===== src/inc/pgc_pkg.sv =====
// Purpose: shared constants for the global config, adc and port event register block
// Assumes: 10 MHz core clock, 16-bit registers, 7-bit register addresses
// Notes:   register offsets, field positions, reset values and timer figures live here

package pgc_pkg;

	localparam int NUM_PORTS = 5;
	localparam int EV_W      = 10;
	localparam int CLK_MHZ   = 10;

	////////////////////////////////////////////////////////////////////////////////
	// register offsets
	localparam logic [6:0] ADDR_GLOBAL_COMMAND            = 7'h08;
	localparam logic [6:0] ADDR_GLOBAL_CONFIGURATION      = 7'h09;
	localparam logic [6:0] ADDR_GLOBAL_ADC_CONFIGURATION  = 7'h0A;
	localparam logic [6:0] ADDR_GLOBAL_ADC_RESULT         = 7'h0B;
	localparam logic [6:0] ADDR_PORT_BASE                 = 7'h10;
	localparam logic [6:0] ADDR_PORT_STRIDE               = 7'h10;
	localparam logic [3:0] ADDR_PORT_EVENT_OFS            = 4'h0;

	////////////////////////////////////////////////////////////////////////////////
	// write protect keys
	localparam logic [7:0] KEY_UNLOCK = 8'h05;
	localparam logic [7:0] KEY_LOCK   = 8'hA0;

	////////////////////////////////////////////////////////////////////////////////
	// global configuration fields
	localparam int GLOBAL_CONFIGURATION_LOWFAULT_MASK_BIT = 5;
	localparam int GLOBAL_CONFIGURATION_CURRENT_LIMIT_TIME_OFF_BIT      = 4;
	localparam int GLOBAL_CONFIGURATION_SLEEP_SEL_LSB     = 2;
	localparam int GLOBAL_CONFIGURATION_REFRESH_BIT       = 1;
	localparam int GLOBAL_CONFIGURATION_PGOOD_BIT         = 0;
	localparam logic [1:0]  SLEEP_SEL_RESET = 2'h2;
	localparam logic [1:0]  SLEEP_SEL_OFF   = 2'h3;

	// sleep fault timer figures in microseconds
	localparam int SLEEP_T0_US = 15600;
	localparam int SLEEP_T1_US = 31200;
	localparam int SLEEP_T2_US = 62500;

	////////////////////////////////////////////////////////////////////////////////
	// adc configuration and result fields
	localparam int ADC_MODE_LSB  = 5;
	localparam int ADC_SEL_LSB   = 0;
	localparam int ADC_LOST_BIT  = 13;
	localparam int ADC_FRESH_BIT = 12;
	localparam logic [1:0] ADC_MODE_RESET = 2'h0;
	localparam logic [4:0] ADC_SEL_RESET  = 5'h00;

	typedef enum logic [1:0] {
		PGC_ADC_OFF    = 2'b00,
		PGC_ADC_SINGLE = 2'b01,
		PGC_ADC_CONT_L = 2'b10,
		PGC_ADC_CONT_H = 2'b11
	} pgc_adc_mode_e;

	typedef enum logic [2:0] {
		PGC_RT_GND  = 3'b000,
		PGC_RT_VIN  = 3'b001,
		PGC_RT_TEMP = 3'b010,
		PGC_RT_POUT = 3'b011,
		PGC_RT_PRET = 3'b100,
		PGC_RT_REF  = 3'b101,
		PGC_RT_NONE = 3'b110
	} pgc_route_e;

	localparam logic [4:0] ADC_SEL_GND      = 5'h00;
	localparam logic [4:0] ADC_SEL_VIN      = 5'h01;
	localparam logic [4:0] ADC_SEL_TEMP     = 5'h02;
	localparam logic [4:0] ADC_SEL_PORT_LO  = 5'h04;
	localparam logic [4:0] ADC_SEL_PORT_HI  = 5'h0D;

	////////////////////////////////////////////////////////////////////////////////
	// spi frame layout: 7-bit address, rw bit, 16 data bits
	localparam logic [4:0] SPI_HDR_BITS   = 5'h08;
	localparam logic [4:0] SPI_FRAME_BITS = 5'h18;

endpackage


===== src/design/pgc_regs.sv =====
// Purpose: global configuration, global adc and per-port event registers behind spi
// Assumes: spi mode 0, sclk at most one quarter of clk, pins synchronised here
// Notes:   port event inputs are single-cycle pulses from the port state machines
`timescale 1ns/1ps

module pgc_regs
	import pgc_pkg::*;
#(
	parameter int SLEEP_T0_CYC = SLEEP_T0_US * CLK_MHZ,
	parameter int SLEEP_T1_CYC = SLEEP_T1_US * CLK_MHZ,
	parameter int SLEEP_T2_CYC = SLEEP_T2_US * CLK_MHZ
) (
	input  wire logic                        clk,
	input  wire logic                        srst,
	input  wire logic                        spi_sclk,
	input  wire logic                        spi_cs_n,
	input  wire logic                        spi_mosi,
	output logic                             spi_miso,
	output logic                             spi_miso_oe,
	input  wire logic [NUM_PORTS*EV_W-1:0]   port_event_pulse,
	input  wire logic                        nvm_refresh_done,
	input  wire logic                        adc_result_valid,
	input  wire logic [11:0]                 adc_result_data,
	output logic                             low_side_fault_overload_mask,
	output logic                             current_limit_timer_off,
	output logic                             sleep_fault_timer_en,
	output logic [19:0]                      sleep_fault_timer_limit,
	output logic                             nvm_refresh_req,
	output logic                             input_power_good_flag,
	output logic                             adc_enable,
	output logic                             adc_high_gain,
	output logic [2:0]                       adc_route,
	output logic [2:0]                       adc_route_port,
	output logic                             write_unlocked
);

	////////////////////////////////////////////////////////////////////////////////
	// pin synchronisers and edge detect
	logic [1:0] sclk_sync;
	logic [1:0] cs_sync;
	logic [1:0] mosi_sync;
	logic       sclk_d;

	always_ff @(posedge clk) begin
		sclk_sync <= {sclk_sync[0], spi_sclk};
		cs_sync   <= {cs_sync[0], spi_cs_n};
		mosi_sync <= {mosi_sync[0], spi_mosi};
		sclk_d    <= sclk_sync[1];
	end

	logic sclk_rise;
	logic sclk_fall;
	logic cs_active;
	assign sclk_rise = sclk_sync[1] & ~sclk_d & cs_active;
	assign sclk_fall = ~sclk_sync[1] & sclk_d & cs_active;
	assign cs_active = ~cs_sync[1];

	////////////////////////////////////////////////////////////////////////////////
	// spi frame engine
	logic [4:0]  bit_cnt;
	logic [23:0] rx_shift;
	logic [15:0] tx_shift;
	logic [6:0]  frame_addr;
	logic        frame_read;
	logic        wr_strobe;
	logic        rd_strobe;
	logic [15:0] wr_data;
	logic [15:0] rd_data;

	always_ff @(posedge clk) begin
		if (srst || !cs_active) begin
			bit_cnt <= 5'h00;
			rx_shift <= 24'h000000;
		end else if (sclk_rise && bit_cnt != SPI_FRAME_BITS) begin
			bit_cnt <= bit_cnt + 5'h01;
			rx_shift <= {rx_shift[22:0], mosi_sync[1]};
		end
	end

	always_ff @(posedge clk) begin
		if (srst) begin
			frame_addr <= 7'h00;
			frame_read <= 1'b0;
		end else if (sclk_fall && bit_cnt == SPI_HDR_BITS) begin
			frame_addr <= rx_shift[7:1];
			frame_read <= rx_shift[0];
		end
	end

	// read data is fetched on the falling edge after the header
	logic hdr_fall;
	assign hdr_fall = sclk_fall && bit_cnt == SPI_HDR_BITS && rx_shift[0];
	assign rd_strobe = hdr_fall;
	assign wr_strobe = sclk_rise && bit_cnt == SPI_FRAME_BITS - 5'h01 && !frame_read;
	assign wr_data = {rx_shift[14:0], mosi_sync[1]};

	always_ff @(posedge clk) begin
		if (srst || !cs_active) begin
			tx_shift <= 16'h0000;
			spi_miso <= 1'b0;
		end else if (hdr_fall) begin
			spi_miso <= rd_data[15];
			tx_shift <= {rd_data[14:0], 1'b0};
		end else if (sclk_fall && bit_cnt > SPI_HDR_BITS && frame_read) begin
			spi_miso <= tx_shift[15];
			tx_shift <= {tx_shift[14:0], 1'b0};
		end
	end

	always_ff @(posedge clk) begin
		if (srst) begin
			spi_miso_oe <= 1'b0;
		end else begin
			spi_miso_oe <= cs_active;
		end
	end

	////////////////////////////////////////////////////////////////////////////////
	// write protection
	logic wr_cmd;
	logic wr_ok;
	assign wr_cmd = wr_strobe && frame_addr == ADDR_GLOBAL_COMMAND;
	assign wr_ok = wr_strobe && write_unlocked;

	always_ff @(posedge clk) begin
		if (srst) begin
			write_unlocked <= 1'b0;
		end else if (wr_cmd && wr_data[7:0] == KEY_UNLOCK) begin
			write_unlocked <= 1'b1;
		end else if (wr_cmd && wr_data[7:0] == KEY_LOCK) begin
			write_unlocked <= 1'b0;
		end
	end

	////////////////////////////////////////////////////////////////////////////////
	// global configuration
	logic [1:0] sleep_sel;
	logic       wr_global_configuration;
	assign wr_global_configuration = wr_ok && frame_addr == ADDR_GLOBAL_CONFIGURATION;

	always_ff @(posedge clk) begin
		if (srst) begin
			low_side_fault_overload_mask <= 1'b0;
			current_limit_timer_off <= 1'b0;
			sleep_sel <= SLEEP_SEL_RESET;
			input_power_good_flag <= 1'b0;
		end else if (wr_global_configuration) begin
			low_side_fault_overload_mask <= wr_data[GLOBAL_CONFIGURATION_LOWFAULT_MASK_BIT];
			current_limit_timer_off <= wr_data[GLOBAL_CONFIGURATION_CURRENT_LIMIT_TIME_OFF_BIT];
			sleep_sel <= wr_data[GLOBAL_CONFIGURATION_SLEEP_SEL_LSB +: 2];
			input_power_good_flag <= wr_data[GLOBAL_CONFIGURATION_PGOOD_BIT];
		end
	end

	// refresh bit stays set until the memory copy reports done
	always_ff @(posedge clk) begin
		if (srst) begin
			nvm_refresh_req <= 1'b0;
		end else if (wr_global_configuration && wr_data[GLOBAL_CONFIGURATION_REFRESH_BIT]) begin
			nvm_refresh_req <= 1'b1;
		end else if (nvm_refresh_done) begin
			nvm_refresh_req <= 1'b0;
		end
	end

	always_ff @(posedge clk) begin
		if (srst) begin
			sleep_fault_timer_en <= 1'b1;
			sleep_fault_timer_limit <= 20'(SLEEP_T2_CYC);
		end else begin
			sleep_fault_timer_en <= sleep_sel != SLEEP_SEL_OFF;
			unique case (sleep_sel)
				2'b00: sleep_fault_timer_limit <= 20'(SLEEP_T0_CYC);
				2'b01: sleep_fault_timer_limit <= 20'(SLEEP_T1_CYC);
				2'b10: sleep_fault_timer_limit <= 20'(SLEEP_T2_CYC);
				2'b11: sleep_fault_timer_limit <= 20'h00000;
			endcase
		end
	end

	////////////////////////////////////////////////////////////////////////////////
	// global adc configuration
	pgc_adc_mode_e adc_mode;
	logic [4:0]    adc_sel;
	logic          wr_adccfg;
	assign wr_adccfg = wr_ok && frame_addr == ADDR_GLOBAL_ADC_CONFIGURATION;

	always_ff @(posedge clk) begin
		if (srst) begin
			adc_mode <= pgc_adc_mode_e'(ADC_MODE_RESET);
			adc_sel <= ADC_SEL_RESET;
		end else if (wr_adccfg) begin
			adc_mode <= pgc_adc_mode_e'(wr_data[ADC_MODE_LSB +: 2]);
			adc_sel <= wr_data[ADC_SEL_LSB +: 5];
		end else if (adc_mode == PGC_ADC_SINGLE && adc_result_valid) begin
			adc_mode <= PGC_ADC_OFF;
		end
	end

	always_ff @(posedge clk) begin
		if (srst) begin
			adc_enable <= 1'b0;
			adc_high_gain <= 1'b0;
		end else begin
			adc_enable <= adc_mode != PGC_ADC_OFF;
			adc_high_gain <= adc_mode == PGC_ADC_CONT_H;
		end
	end

	logic [4:0] sel_ofs;
	assign sel_ofs = adc_sel - ADC_SEL_PORT_LO;

	always_ff @(posedge clk) begin
		if (srst) begin
			adc_route <= PGC_RT_GND;
			adc_route_port <= 3'h0;
		end else begin
			adc_route_port <= sel_ofs[3:1];
			if (adc_sel[4]) begin
				adc_route <= PGC_RT_REF;
			end else if (adc_sel == ADC_SEL_GND) begin
				adc_route <= PGC_RT_GND;
			end else if (adc_sel == ADC_SEL_VIN) begin
				adc_route <= PGC_RT_VIN;
			end else if (adc_sel == ADC_SEL_TEMP) begin
				adc_route <= PGC_RT_TEMP;
			end else if (adc_sel >= ADC_SEL_PORT_LO && adc_sel <= ADC_SEL_PORT_HI) begin
				adc_route <= adc_sel[0] ? PGC_RT_PRET : PGC_RT_POUT;
			end else begin
				adc_route <= PGC_RT_NONE;
			end
		end
	end

	////////////////////////////////////////////////////////////////////////////////
	// global adc result
	logic [11:0] adc_value;
	logic        adc_fresh;
	logic        adc_lost;
	logic        rd_adcdat;
	assign rd_adcdat = rd_strobe && rx_shift[7:1] == ADDR_GLOBAL_ADC_RESULT;

	always_ff @(posedge clk) begin
		if (srst) begin
			adc_value <= 12'h000;
		end else if (adc_result_valid) begin
			adc_value <= adc_result_data;
		end
	end

	// a store in the read cycle wins over the read clear
	always_ff @(posedge clk) begin
		if (srst) begin
			adc_fresh <= 1'b0;
			adc_lost <= 1'b0;
		end else if (adc_result_valid) begin
			adc_fresh <= 1'b1;
			adc_lost <= adc_lost | (adc_fresh & ~rd_adcdat);
		end else if (rd_adcdat) begin
			adc_fresh <= 1'b0;
			adc_lost <= 1'b0;
		end
	end

	////////////////////////////////////////////////////////////////////////////////
	// per-port event flags, bit order 9..0
	// valid sig, invalid sig, discharge, sleep ovl, powered ovl,
	// dropout, inrush, wake, ls forward, ls reverse
	logic [EV_W-1:0] port_ev [NUM_PORTS];

	genvar gp;
	generate
		for (gp = 0; gp < NUM_PORTS; gp++) begin : g_port
			localparam logic [6:0] PADDR = 7'(ADDR_PORT_BASE + gp * ADDR_PORT_STRIDE + ADDR_PORT_EVENT_OFS);
			logic            wr_ev;
			logic [EV_W-1:0] clr;
			assign wr_ev = wr_ok && frame_addr == PADDR;
			assign clr = wr_ev ? wr_data[EV_W-1:0] : '0;
			always_ff @(posedge clk) begin
				if (srst) begin
					port_ev[gp] <= '0;
				end else begin
					port_ev[gp] <= (port_ev[gp] & ~clr) | port_event_pulse[gp*EV_W +: EV_W];
				end
			end
		end
	endgenerate

	////////////////////////////////////////////////////////////////////////////////
	// read mux, header address straight from the shifter
	logic [6:0] rd_addr;
	assign rd_addr = rx_shift[7:1];

	always_comb begin
		rd_data = 16'h0000;
		unique case (rd_addr)
			ADDR_GLOBAL_COMMAND: rd_data = 16'h0000;
			ADDR_GLOBAL_CONFIGURATION: begin
				rd_data[GLOBAL_CONFIGURATION_LOWFAULT_MASK_BIT] = low_side_fault_overload_mask;
				rd_data[GLOBAL_CONFIGURATION_CURRENT_LIMIT_TIME_OFF_BIT] = current_limit_timer_off;
				rd_data[GLOBAL_CONFIGURATION_SLEEP_SEL_LSB +: 2] = sleep_sel;
				rd_data[GLOBAL_CONFIGURATION_REFRESH_BIT] = nvm_refresh_req;
				rd_data[GLOBAL_CONFIGURATION_PGOOD_BIT] = input_power_good_flag;
			end
			ADDR_GLOBAL_ADC_CONFIGURATION: begin
				rd_data[ADC_MODE_LSB +: 2] = adc_mode;
				rd_data[ADC_SEL_LSB +: 5] = adc_sel;
			end
			ADDR_GLOBAL_ADC_RESULT: begin
				rd_data[11:0] = adc_value;
				rd_data[ADC_FRESH_BIT] = adc_fresh;
				rd_data[ADC_LOST_BIT] = adc_lost;
			end
			default: begin
				for (int p = 0; p < NUM_PORTS; p++) begin
					if (rd_addr == 7'(ADDR_PORT_BASE + p * ADDR_PORT_STRIDE + ADDR_PORT_EVENT_OFS)) begin
						rd_data[EV_W-1:0] = port_ev[p];
					end
				end
			end
		endcase
	end

endmodule


===== config.mk =====
export PLATFORM = sky130hd
export DESIGN_NAME = pgc_regs
export DESIGN_NICKNAME = d
export VERILOG_FILES = /design/src/inc/pgc_pkg.sv /design/src/design/pgc_regs.sv
export SDC_FILE = /design/constraint.sdc
export NUM_CORES = 1
export LEC_CHECK = 0
export BUFFER_PORTS_ARGS = -buffer_cell sky130_fd_sc_hd__buf_2
export CAP_MARGIN = 20
export CORE_MARGIN = 1.5
export CORE_UTILIZATION = 58
export CTS_BUF_LIST = sky130_fd_sc_hd__clkbuf_4
export DETAILED_ROUTE_END_ITERATION = 6
export PLACE_DENSITY_LB_ADDON = 0.25
export SKIP_CTS_REPAIR_TIMING = 1
export SLEW_MARGIN = 20
export SYNTH_ARGS = -nofsm -noshare
export SYNTH_HDL_FRONTEND = slang
export SYNTH_SLANG_ARGS = --single-unit

===== constraint.sdc =====
create_clock -name clk -period 2.5 [get_ports clk]
set_clock_uncertainty 0.1 [all_clocks]
set_input_delay 0.75 -clock clk [delete_from_list [all_inputs] [get_ports clk]]
set_output_delay 0.75 -clock clk [all_outputs]
set_load 0.1 [all_outputs]

# Yosys cells after proc, flatten, opt, wreduce, memory -nomap -nowiden
# Memory sizes are Yosys's and may differ from the RTL's.
# Index checks and enable logic that the tools add are counted.
# word_totals
regBits	103
latchBits	0
ram_bits	50
mem_bits_ro	0
inputBits	69
output_inout_bits	36
elab_cells	172
memories	1
# memory_table
memory	depth	word_bits	read_ports	rd_ports_with_merged_regs	wr	line	source
port_ev	5	10	5	0	5	pgc_regs.sv:269	logic [EV_W-1:0] port_ev [NUM_PORTS];
# classes
addsub	2
multipliers	0
n_div	0
magnitude_cmp	3
n_eq_ne	30
shift	0
muxes	40
n_bitwise	30
n_reduce_logical	36
# op_table
op	count
two-way mux 10 bit	15
case mux 20 bit (4 select lines)	1
bitwise AND 10 bit	5
NOT 10 bit	5
OR 10 bit	5
== test 7 x 4 -> 1 bit (second input constant)	7
two-way mux 15 bit	2
== test 7 x 6 -> 1 bit (second input constant)	4
== test 7 bit (second input constant)	4
case mux 6 bit (4 select lines)	1
logical AND 1 bit	22
two-way mux 3 bit	6
== test 7 x 5 -> 1 bit (second input constant)	2
nonzero test 2 bit	6
two-way mux 1 bit	10
== test 8 x 3 -> 1 bit (second input constant)	1
== test 8 bit (second input constant)	1
== test 2 bit (second input constant)	3
OR 1 bit	6
case mux 3 bit (2 select lines)	1
adder 5 x 1 -> 5 bit (second input constant)	1
bitwise AND 1 bit	5
== test 5 x 1 -> 1 bit (second input constant)	1
== test 5 x 2 -> 1 bit (second input constant)	1
other kinds (20)	26

# Longest topological paths before layout
# logic_depth
ltp_word	12
depth_mapped	8

# Worst setup path before layout
# No wires, ideal clock.
# synth_timing
kind	register to register
start	register write_unlocked
end	memory port_ev[3][0]
setup_time_ns	0.132
arrival_ns	2.248
t_required_ns	2.268
setup_slack_ns	0.020
path_stages_with_launch	6
path_buffers	1
path_cell_list	dfxtp_1 -> nand2b_1 -> or3b_2 -> clkbuf_1 -> nor4b_1 -> nor3_1
# synth_rtl
item	line	source
from (decl)	pgc_regs.sv:34	output logic write_unlocked
from (signal assigned)	pgc_regs.sv:127	write_unlocked <= 1'b0;
from (signal assigned)	pgc_regs.sv:129	write_unlocked <= 1'b1;
from (signal assigned)	pgc_regs.sv:131	write_unlocked <= 1'b0;
to (decl)	pgc_regs.sv:269	

# Worst setup path in the final report
# layout_timing
start	register write_unlocked
end	output port write_unlocked
# No word-level cell between the ends.

==> results.md <==
* Crit path buf inv count at 1
* First-pass GRT wire length at 26,300 um
* Critical path capture point type: output pin
* Die width at 108 um
* Worst path slowest cell: buf_2
* Distinct cells, synth at 63
* Fin worst setup slack at 164 ps
* Die height at 108 um
* Top-area cell type share of the netlist area at 43.7%
* HPWL after detailed placement at 11,800 um
* Final instance area at 7340 um^2
* Unrepaired setup endpoints after global routing: no
* Outcome: finished, final reports clean
* Grt total ovfl at 0
* Hold Slack at 182 ps
* Clock-pin slew on the worst setup and hold paths at 110 ps
* Vias/cell at 5.74
* Ant diodes at 0
* Final nets at 908
* Worst Setup Start Kind: flop
* DR iter-0 viols at 396
* Via count at 5,639
* Area delta synth->final at 15.4%
* Ys Warns at 0
* Sink Count at 139
* Delay of the slowest critical-path stage at 470 ps
* WL/cell at 16.9 um
* Max IR drop VDD at 322 uV
* Synth Register Bits at 139
* Num rows at 38
* Final hold vios at 0
* Final period utilization at 93.4%
* Final setup fails at 0
* WP data required at 1650 ps
* Worst EP arrival at 1490 ps
* DRT Wirelength at 16,600 um
* CTS max path bufs at 2
* Syn Area/Cell at 8.60 um^2
* Top delay family on crit path: buffers and inverters
* Clock Tree Root: clkbuf_4
* Seq/Total Area, Yosys at 43.7%
* CORE AREA at 10,700 um^2
* Ys flop type: dfxtp_1
* Critical-path cell list: buf_2
* Cell Area, Placed at 7010 um^2
* Cts bufs inserted at 17
* Die area at 11,600 um^2
* Synth Instances at 740
* Initial Util at 59.2%
* # IOs at 105
* Input/output buffers at 98
* Peak fanout along the critical path at 4
* Place WS at 267 ps
* Final worst path period need at 2340 ps
* Max Slew Vio Count at 0
* DR DRC count at 0
* Layout cells sized above 1 at 22.3%
* Post-synth EDFFs at 0
* Drt pass-1 iters at 5
* ANT nets after route at 0
* Async SR Flop Fraction at 0%
* Power Density at 589 nW/um^2
* Worst-Skew Late Latency at 560 ps
* RePlAce Congestion at 0.886
* Cell taking the most area after synthesis: dfxtp_1
* Filler cells at 912
* Max cap viols at 0
* LEAKAGE at 3.03 nW
* Path type of the worst setup path: flop to output pin
* H-Tree Depth at 4
* CTS tree: done
* Largest net degree at the start of global routing at 100
* GRT Total Usage at 29.7%
* Worst rel slew slack at 55.6%
* Vias in the first global route at 5,309
* Worst Hold Class: input pin to flop
* Syn Std Cell Area at 6360 um^2
* Initial antenna violation count at 0
* Actual slew at the worst max-slew pin at 664 ps
* Largest cells by area after synthesis: dfxtp_1 (44%), mux2i_1 (7.9%), nor2_1 (5.9%), a21oi_1 (3.9%), nand2_1 (2.9%)
* Highest clock rate at 428 MHz
* Setup_tns at 0 ps
-- synth_stat cells, types with 2 or more instances --
library cell / count
dfxtp_1: 139
nor2_1: 100
a21oi_1: 50
mux2i_1: 50
nand2_1: 50
clkbuf_1: 44
inv_1: 44
o21ai_0: 35
nor3_1: 30
nor4b_1: 20
buf_4: 15
nand3_1: 12
a211oi_1: 10
nand2b_1: 10
ha_1: 9
mux2_2: 9
nor2b_1: 9
o22ai_1: 7
nor3b_1: 5
nor4_1: 5
or2_2: 5
a22oi_1: 4
a311oi_1: 4
buf_2: 4
nand4_1: 4
o211ai_1: 4
o2bb2ai_1: 4
or3_1: 4
a2bb2oi_1: 3
buf_1: 3
nand3b_1: 3
o221a_2: 3
o221ai_1: 3
o22a_1: 3
xor2_1: 3
a22o_1: 2
nor4_4: 2
o21bai_1: 2
o31ai_1: 2
or3b_2: 2
-- cell type report --
cell class | count | area [um^2] | area share (%)
Inverter | 45 | 169 | 2.30
Timing Repair Buffer | 132 | 758 | 10.3
Clock buffer | 18 | 135 | 1.84
Tap cell | 140 | 175 | 2.39
Multi-Input combinational cell | 495 | 3120 | 42.5
Clock inverter | 14 | 201 | 2.74
Sequential cell | 139 | 2780 | 37.9
-- cells in the final DEF (no fill, tap or decap), types with 10 or more instances in the layout --
cell type,n
nor4b_1,20
mux2i_1,50
dfxtp_1,139
nand2_1,50
buf_2,98
o21ai_0,35
nor2_1,100
nor3_1,30
a21oi_1,50
a211oi_1,10
nand2b_1,10
buf_4,33
clkbuf_4,18
inv_1,44
nand3_1,12
-- sequential cells by signal, indices dropped and copies added (netlist names), 3 cells and up --
register	cells
tx_shift	15
frame_addr	7
adc_route_port	3
adc_value	12
port_ev	50
adc_sel	5
bit_cnt	5
rx_shift	9
sleep_fault_timer_limit	6
adc_route	3
-- routing by layer --
layer | GRT usage (%) | vias to the layer above | wire (um)
met3 | 6.05 | 29 | 1150
met2 | 48.1 | 227 | 7810
met4 | 11.5 | 0 | 273
li1 | - | 2738 | -
met1 | 39.0 | 2645 | 7400
met5 | 0 | - | 0
-- stage by stage --
stage                     total power, mW  instances  utilization [%]
after detailed placement             2.68        951             65.2
after global routing                 4.48        983             68.3
final                                4.32        983             68.3
after floorplan                      2.57        745                -
after CTS                            4.34        983             68.3
after global placement               2.66        951             65.2
-- cell families (layout without fill, tap and decap cells) --
group / count (synthesis) / count (layout) / share of synthesized area, %
muxes: 59 / 59 / 9.46
adders and majority gates: 9 / 9 / 1.77
AOI/OAI and AO/OA: 142 / 142 / 14.0
buffers and inverters: 111 / 209 / 7.51
and+or+nand+nor: 275 / 275 / 22.9
other: 1 / 6 / 0.0589
xor gates and xnor gates: 4 / 4 / 0.551
DFF: 139 / 139 / 43.7
-- path summary, 6_finish.rpt --
check	startpoint	to	slack, ps	cells past startpoint
min reg2reg	sclk_sync[0]$_DFF_P_	sclk_sync[1]$_DFF_P_	230	0
max	write_unlocked$_SDFFE_PP0P_	write_unlocked	160	1
max reg2reg	rx_shift[2]$_SDFFE_PP0P_	tx_shift[3]$_SDFFE_PP0P_	180	6
min	spi_mosi	mosi_sync[0]$_DFF_P_	180	1
-- where the power goes --
group / switching (mW) / total [mW] / internal [mW]
combinational: 0.182 / 0.286 / 0.104
clock: 0.804 / 1.69 / 0.890
sequential: 0.0480 / 2.34 / 2.29
total: 1.03 / 4.32 / 3.29
(Power assumes the default switching activity.)
